<file path="config.mk">
export PLATFORM = sky130hd
export DESIGN_NAME = fdcth_top
export DESIGN_NICKNAME = d
export VERILOG_FILES = /design/src/verilog/fdcth_pkg.sv /design/src/verilog/fdcth_top.sv
export VERILOG_INCLUDE_DIRS = /design/src /design/src/verilog
export SDC_FILE = /design/constraint.sdc
export NUM_CORES = 1
export LEC_CHECK = 0
export ABC_AREA = 1
export BUFFER_PORTS_ARGS = -buffer_cell sky130_fd_sc_hd__buf_2
export CORE_ASPECT_RATIO = 0.5
export CORE_MARGIN = 1.5
export CORE_UTILIZATION = 60
export CTS_BUF_LIST = sky130_fd_sc_hd__clkbuf_8
export DETAILED_ROUTE_END_ITERATION = 8
export GPL_ROUTABILITY_DRIVEN = 0
export PLACE_DENSITY = 0.87
export SLEW_MARGIN = 0
export SYNTH_ARGS = -nofsm -noshare
export SYNTH_HDL_FRONTEND = slang
export SYNTH_SLANG_ARGS = --single-unit
</file>
<file path="constraint.sdc">
create_clock -name clk -period 4 [get_ports clk]
set_clock_uncertainty 0.1 [all_clocks]
set_input_delay 0.4 -clock clk [delete_from_list [all_inputs] [get_ports clk]]
set_output_delay 0.4 -clock clk [all_outputs]
set_load 0.03 [all_outputs]
</file>
<file path="src/verilog/fdcth_cfg.svh">
// Constants of the floppy host transfer handshake
`ifndef FDCTH_CFG_SVH
`define FDCTH_CFG_SVH
`define FDCTH_CLK_MHZ       50
`define FDCTH_SVC_NS        12000
`define FDCTH_SVC_CYC       ((`FDCTH_SVC_NS * `FDCTH_CLK_MHZ) / 1000)
`define FDCTH_FIFO_DEPTH    16
`define FDCTH_NUM_PARAMS    8
`define FDCTH_OP_MASK       8'h1F
`define FDCTH_OP_READ       8'h06
`define FDCTH_BAD_RESULT    8'h80
`define FDCTH_RES_LAST_RD   3'h6
`define FDCTH_MSR_RQM       7
`define FDCTH_MSR_DIO       6
`define FDCTH_MSR_EXM       5
`define FDCTH_MSR_BUSY      4
`define FDCTH_ST1_OVERRUN   4
`define FDCTH_ST0_ABNORMAL  2'h1
`endif

</file>
<file path="src/verilog/fdcth_pkg.sv">
// Types of the floppy host transfer handshake
package fdcth_pkg;
	typedef enum logic [2:0] {ST_CMD, ST_PARAM, ST_EXEC, ST_LATCH, ST_RESULT} fdcth_state_e;
	typedef struct packed {
		fdcth_state_e     state;
		logic [2:0]       pIdx;
		logic             doubleDensity;
		logic             skipDeleted;
		logic             headSel;
		logic [1:0]       driveSel;
		logic [7:0]       track;
		logic [7:0]       headNum;
		logic [7:0]       sector;
		logic [7:0]       sizeCode;
		logic             byteWait;
		logic [9:0]       svcCnt;
		logic             overrun;
		logic             sectorDone;
		logic             resInt;
		logic [2:0]       resIdx;
		logic [2:0]       resLast;
		logic [0:6][7:0]  res;
		logic [7:0]       rdData;
		logic [7:0]       main_status_reg;
		logic             intReq;
		logic             startRead;
	} fdcth_regs_s;
endpackage

</file>
<file path="src/verilog/fdcth_top.sv">
// Floppy controller host transfer handshake with its drive-side FIFO
// Behaviour
// - Non-DMA execution raises the interrupt whenever a data byte waits for the host.
// - A waiting execution byte shows status bits 5 and 7 set.
// - The byte interrupt drops once the host reads that byte.
// - An unserviced byte flags overrun; command ends at sector end, overrun in results.
// - After the last byte, interrupt with status bits 7,6 set and 5 clear.
// - Reading the first result byte removes the result interrupt.
// - Status bit 7 mirrors the interrupt output during execution.
// - Command bytes accepted only in command phase; first byte checked as opcode.
// - Bad opcode: request, direction and busy set, single result byte 80H.
// - After reading the bad-opcode result, back to command phase.
// - Execution starts right after the last parameter byte is written.
`timescale 1ns/100ps
`default_nettype none
`include "fdcth_cfg.svh"

// ==========================================================
// FIFO
module fdcth_fifo #(
	parameter int W = 8,
	parameter int D = 16
) (
	input  wire logic         clk,      // System clock
	input  wire logic         rst_n,    // Async reset, low
	input  wire logic         inValid,  // Source offers a word
	output logic              inReady,  // Room for a word
	input  wire logic [W-1:0] inData,   // Word in
	output logic              outValid, // Word available
	input  wire logic         outReady, // Sink takes the word
	output logic [W-1:0]      outData   // Head word
);
	localparam int AW = $clog2(D);
	typedef struct packed {
		logic [D-1:0][W-1:0] mem;
		logic [AW-1:0]       wp;
		logic [AW-1:0]       rp;
		logic [AW:0]         cnt;
		logic                room;
	} fdcth_fifo_s;
	fdcth_fifo_s s_r;
	fdcth_fifo_s s_nxt;
	logic        push;
	logic        pop;

	assign push = inValid && inReady;
	assign pop = outValid && outReady;
	// Registered room flag, so the ready output comes straight from a flop
	assign inReady = s_r.room;
	assign outValid = (s_r.cnt != '0);
	assign outData = s_r.mem[s_r.rp];

	always_comb begin
		s_nxt = s_r;
		if (push) begin
			s_nxt.mem[s_r.wp] = inData;
			s_nxt.wp = (s_r.wp == AW'(D-1)) ? '0 : s_r.wp + 1'b1;
		end
		if (pop)
			s_nxt.rp = (s_r.rp == AW'(D-1)) ? '0 : s_r.rp + 1'b1;
		s_nxt.cnt = s_r.cnt + (AW+1)'(push) - (AW+1)'(pop);
		s_nxt.room = (s_nxt.cnt != (AW+1)'(D));
	end

	always_ff @(posedge clk or negedge rst_n) begin
		if (!rst_n)
			s_r <= '{room: 1'b1, default: '0};
		else
			s_r <= s_nxt;
	end
endmodule

// ==========================================================
// Handshake core
module fdcth_top (
	input  wire logic       clk,           // 50 MHz system clock
	input  wire logic       rst_n,         // Async reset, low
	input  wire logic       wrStrobe,      // Host writes data register
	input  wire logic [7:0] wrData,        // Host write byte
	input  wire logic       rdStrobe,      // Host reads data register
	output logic [7:0]      rdData,        // Data register read value
	output logic [7:0]      mainStatus,    // Main status register
	output logic            intReq,        // Interrupt output
	output logic            startRead,     // Pulse: read command begins
	output logic [1:0]      driveSel,      // Drive select bits
	output logic            headSel,       // Head select bit
	output logic            doubleDensity, // Density flag
	output logic            skipDeleted,   // Skip flag
	output logic [7:0]      trackNum,      // Track parameter
	output logic [7:0]      sectorNum,     // Sector parameter
	input  wire logic       diskValid,     // Drive byte offered
	input  wire logic [7:0] diskByte,      // Drive byte
	output logic            diskReady,     // FIFO has room
	input  wire logic       sectorEnd      // Pulse: sector finished
);
	import fdcth_pkg::*;

	fdcth_regs_s s_r;
	fdcth_regs_s s_nxt;
	logic        fifoValid;
	logic [7:0]  fifoData;
	logic        pop;

	function automatic logic validOp(input logic [7:0] op);
		return (op & `FDCTH_OP_MASK) == `FDCTH_OP_READ;
	endfunction

	function automatic logic [7:0] msrOf(input fdcth_regs_s r);
		logic [7:0] m;
		m = 8'h00;
		unique case (r.state)
			ST_CMD, ST_PARAM: m[`FDCTH_MSR_RQM] = 1'b1;
			ST_EXEC: begin
				m[`FDCTH_MSR_RQM] = r.byteWait;
				m[`FDCTH_MSR_DIO] = r.byteWait;
				m[`FDCTH_MSR_EXM] = 1'b1;
			end
			ST_LATCH: m[`FDCTH_MSR_RQM] = 1'b0;
			ST_RESULT: begin
				m[`FDCTH_MSR_RQM] = 1'b1;
				m[`FDCTH_MSR_DIO] = 1'b1;
			end
		endcase
		m[`FDCTH_MSR_BUSY] = (r.state != ST_CMD);
		return m;
	endfunction

	fdcth_fifo #(
		.W (8),
		.D (`FDCTH_FIFO_DEPTH)
	) u_fifo (
		.clk      (clk),
		.rst_n    (rst_n),
		.inValid  (diskValid),
		.inReady  (diskReady),
		.inData   (diskByte),
		.outValid (fifoValid),
		.outReady (pop),
		.outData  (fifoData)
	);

	// ==========================================================
	// Execution byte service
	assign pop = (s_r.state == ST_EXEC) &&
		((s_r.byteWait && rdStrobe) || (s_r.overrun && fifoValid));

	always_comb begin
		s_nxt = s_r;
		s_nxt.startRead = 1'b0;
		unique case (s_r.state)
			ST_CMD: begin
				if (wrStrobe) begin
					if (validOp(wrData)) begin
						s_nxt.doubleDensity = wrData[6];
						s_nxt.skipDeleted = wrData[5];
						s_nxt.pIdx = 3'h0;
						s_nxt.state = ST_PARAM;
					end else begin
						s_nxt.res[0] = `FDCTH_BAD_RESULT;
						s_nxt.resIdx = 3'h0;
						s_nxt.resLast = 3'h0;
						s_nxt.resInt = 1'b0;
						s_nxt.state = ST_RESULT;
					end
				end
			end
			ST_PARAM: begin
				if (wrStrobe) begin
					unique case (s_r.pIdx)
						3'h0: begin
							s_nxt.headSel = wrData[2];
							s_nxt.driveSel = wrData[1:0];
						end
						3'h1: s_nxt.track = wrData;
						3'h2: s_nxt.headNum = wrData;
						3'h3: s_nxt.sector = wrData;
						3'h4: s_nxt.sizeCode = wrData;
						default: ;
					endcase
					s_nxt.pIdx = s_r.pIdx + 3'h1;
					if (s_r.pIdx == 3'(`FDCTH_NUM_PARAMS - 1)) begin
						s_nxt.state = ST_EXEC;
						s_nxt.startRead = 1'b1;
						s_nxt.overrun = 1'b0;
						s_nxt.sectorDone = 1'b0;
						s_nxt.svcCnt = '0;
					end
				end
			end
			ST_EXEC: begin
				s_nxt.byteWait = fifoValid && !pop && !s_r.overrun;
				if (!s_r.byteWait || pop)
					s_nxt.svcCnt = '0;
				else if (s_r.svcCnt == 10'(`FDCTH_SVC_CYC - 1))
					s_nxt.overrun = 1'b1;
				else
					s_nxt.svcCnt = s_r.svcCnt + 10'h1;
				if (sectorEnd)
					s_nxt.sectorDone = 1'b1;
				if (s_r.sectorDone && !fifoValid && !s_r.byteWait)
					s_nxt.state = ST_LATCH;
			end
			ST_LATCH: begin
				s_nxt.res[0] = {s_r.overrun ? `FDCTH_ST0_ABNORMAL : 2'h0, 3'h0, s_r.headSel, s_r.driveSel};
				s_nxt.res[1] = 8'h00;
				s_nxt.res[1][`FDCTH_ST1_OVERRUN] = s_r.overrun;
				s_nxt.res[2] = 8'h00;
				s_nxt.res[3] = s_r.track;
				s_nxt.res[4] = s_r.headNum;
				s_nxt.res[5] = s_r.sector;
				s_nxt.res[6] = s_r.sizeCode;
				s_nxt.resIdx = 3'h0;
				s_nxt.resLast = `FDCTH_RES_LAST_RD;
				s_nxt.resInt = 1'b1;
				s_nxt.state = ST_RESULT;
			end
			ST_RESULT: begin
				if (rdStrobe) begin
					s_nxt.resInt = 1'b0;
					// Wrap the index so the read mux never leaves the result array
					if (s_r.resIdx == s_r.resLast) begin
						s_nxt.resIdx = 3'h0;
						s_nxt.state = ST_CMD;
					end else begin
						s_nxt.resIdx = s_r.resIdx + 3'h1;
					end
				end
			end
		endcase
		if (s_nxt.state != ST_EXEC)
			s_nxt.byteWait = 1'b0;
		s_nxt.rdData = (s_nxt.state == ST_EXEC) ? fifoData : s_nxt.res[s_nxt.resIdx];
		s_nxt.intReq = (s_nxt.state == ST_EXEC && s_nxt.byteWait) ||
			(s_nxt.state == ST_RESULT && s_nxt.resInt);
		s_nxt.main_status_reg = msrOf(s_nxt);
	end

	always_ff @(posedge clk or negedge rst_n) begin
		if (!rst_n)
			s_r <= '{state: ST_CMD, main_status_reg: 8'h80, default: '0};
		else
			s_r <= s_nxt;
	end

	assign rdData = s_r.rdData;
	assign mainStatus = s_r.main_status_reg;
	assign intReq = s_r.intReq;
	assign startRead = s_r.startRead;
	assign driveSel = s_r.driveSel;
	assign headSel = s_r.headSel;
	assign doubleDensity = s_r.doubleDensity;
	assign skipDeleted = s_r.skipDeleted;
	assign trackNum = s_r.track;
	assign sectorNum = s_r.sector;
endmodule
`default_nettype wire
</file>
==> metrics.cfg <==
[clock_tree]
clockRootBuffer = clkbuf_8
path_clk_slew_ps = 70
post-cts-setup-buffer-count = 0
max-clock-path-buffers = 3
cts_hold_buf = 1
numCtsBuffers = 38
clk_latency_ps = 540
cts_tree = yes
post_cts_resized = 0
clock-sinks = 273
htreeDepth = 2

[floorplan]
io-pin-count = 62
dieArea_sq_mm = 0.0222
die_h_microns = 106
core_sq_mm = 0.0207
initial_utilization_pct = 61.7
rows = 37
die_x_microns = 209

[yosys]
synth_cell_type_count = 46
synth_seq_cells = 273
netlist_instances = 1496
syn_area_sq_mm = 0.0128
yosysWarnings = 0
async_reset_ff_share_pct = 100
synth_edf_count = 0
seq_area_frac_synth_pct = 53.5
synth_area_per_cell_sq_um = 8.54
synth_flop_cell = dfrtp_1

[route]
ant_nets = 0
vias = 10600
viasPerCell = 5.88
routedWlPerCell_microns = 17.4
initialDrtViolationCount = 1254
postRouteWirelength_microns = 31200
drc = 0
dr.pass1.iters = 6

[sta]
worst_pin_slew_ps = 953
post-route-period-util_pct = 84.4
setup_violations = 0
rsz0062_at_grt = no
maxSlewViolCount = 0
fmax_ghz = 0.296
fin_tns_setup_ps = 0
slew_headroom_pct = 36.2
hold_viol_final = 0
fin_crit_ps = 3380

[global_route]
antenna_found_initial = 0
grt_use_total_pct = 29.0
grt-ovfl-total = 0
grt_pass1_vias = 10300
grt_pass1_wl_microns = 51300
grt_max_degree = 108

[worst_setup_path]
critPathRequiredTime_ps = 4330
reg2reg_slack_ps = 620
cp_slowest_cell = dfrtp_1
cp_max_fo = 10
cp_slowest_stage_delay_ps = 560
endpoint_kind = register
critPathKind = reg -> reg
cpMostUsedCell = inv_1
crit_arrival_ps = 3710
start_kind = register
path_cells = nor3_4 > inv_2 > nor2_1 > inv_1 > nor2_2 > ha_1 > inv_1 > ha_1 > inv_1 > fa_1 > o21ai_0 > a21oi_1 > xor2_1 > nand2_1

[finish]
drive_gt1_share_pct = 12.1
design_area_sq_mm = 0.0137
layout_commonest_cell = nand2_1
final_cell_mix = nand2_1, dfrtp_1, o21ai_0
antenna_cells = 0
final_util_pct = 66.0
fin_nets = 1549
area_delta_synth_final_pct = 6.96

[power]
combPwrFrac_pct = 34.0
vdd_drop_max_v = 0.000366
switching_power_uw = 3770
power_density_mw_per_mm2 = 706
power_uw = 9650
netSwitchingFraction_pct = 39.1
p_int_uw = 5880
p_clk_share_pct = 21.0
p_leak_uw = 0.00709
seqPwrFrac_pct = 45.0

[run]
maxCapViolCount = 0

[placement]
io_buffer_count = 57
place_hpwl_microns = 20800
postPlaceCellArea_sq_mm = 0.0130

[outcome]
status = complete, no violations

[hold_path]
hold_path_class = in -> reg

==> cells by family after synthesis <==
group | synth area share, %
flip-flops | 53.5
XOR/XNOR | 0.686
adder cells (fa/ha/maj) | 2.02
buffers and inverters | 8.46
AO/OA/AOI/OAI | 13.7
other | 0.0294
AND/OR/NAND/NOR | 21.6
==> worst max-delay path, delay by kind of cell, from the launching register on <==
| kind | cells | cell delay (ps) |
|---|---|---|
| DFF | 1 | 560 |
| and+or+nand+nor | 4 | 990 |
| adders and majority gates | 3 | 860 |
| AOI/OAI and AO/OA | 2 | 290 |
| xor gates and xnor gates | 1 | 170 |
| buffers and inverters | 4 | 330 |
==> stage by stage <==
stage / cells / hold WS (ps) / setup WS, ps
2_1_floorplan: 1499 / 4.41 / 1130
3_3_place_gp: 1739 / 348 / 847
3_5_place_dp: 1739 / 349 / 679
4_1_cts: 1798 / 5.51 / 669
5_1_grt: 1798 / 41.4 / 332
6_report: 1798 / 3.07 / 625
==> power by group through the flow <==
| stage | sequential, uW | combinational, uW | clock (uW) |
|---|---|---|---|
| after CTS | 4320 | 3240 | 2030 |
| after detailed placement | 4360 | 3220 | 0 |
| after floorplan | 4190 | 2630 | 0 |
| after global routing | 4440 | 3690 | 2160 |
| final | 4340 | 3280 | 2020 |
| after global placement | 4300 | 3040 | 0 |
==> Yosys cell counts (all sizes together) (4+ instances only) <==
| master | instances | area, sq um |
|---|---|---|
| o21ai | 236 | 1190 |
| o22ai | 9 | 56.3 |
| nand4 | 14 | 87.6 |
| nor2 | 103 | 458 |
| o21a | 4 | 30.0 |
| buf | 50 | 348 |
| nand2 | 358 | 1360 |
| clkbuf | 51 | 191 |
| o221ai | 4 | 35.0 |
| nand3 | 109 | 583 |
| inv | 141 | 529 |
| or2 | 26 | 163 |
| xor2 | 9 | 78.8 |
| a21oi | 54 | 270 |
| ha | 19 | 238 |
| a221oi | 7 | 61.3 |
| dfrtp | 271 | 6780 |
| nor3 | 8 | 62.6 |
==> area by class of cell <==
type	count	area, sq um
well taps	273	342
clock inverters	13	53.8
fillers	1585	7030
flip-flops and latches	273	6840
repair buffers	69	400
clock buffers	45	619
multi-input cells	981	4870
inverters	144	542
==> worst paths after layout <==
| check | depth (start not counted) | startpoint | to |
|---|---|---|---|
| worst max-delay path | 14 | s_r[136] | u_fifo.inReady |
| worst min-delay path | 3 | wrData[5] | trackNum[5] |
| worst min register to register | 2 | s_r[55] | s_r[55] |
| min in group asynchronous | 2 | rst_n | doubleDensity |
| max in group asynchronous | 3 | rst_n | u_fifo.s_r[91] |
| worst max register to register | 14 | s_r[136] | u_fifo.inReady |
==> sequential cells by signal, indices dropped and copies added, names as in the netlist <==
register	count
rdData	8
headSel	1
u_fifo.inReady	1
doubleDensity	1
startRead	1
sectorNum	8
u_fifo.s_r	141
intReq	1
trackNum	8
s_r	96
skipDeleted	1
driveSel	2
mainStatus	4
==> metal layers <==
metal	vias up	part of all wire [%]	global-route usage [%]
li1	4840	-	-
met1	5077	41	38.6
met2	551	47	47.3
met3	99	8.4	5.58
met4	0	3.5	12.1
met5	-	0	0
No activity file was read; power rests on OpenSTA's default activity.
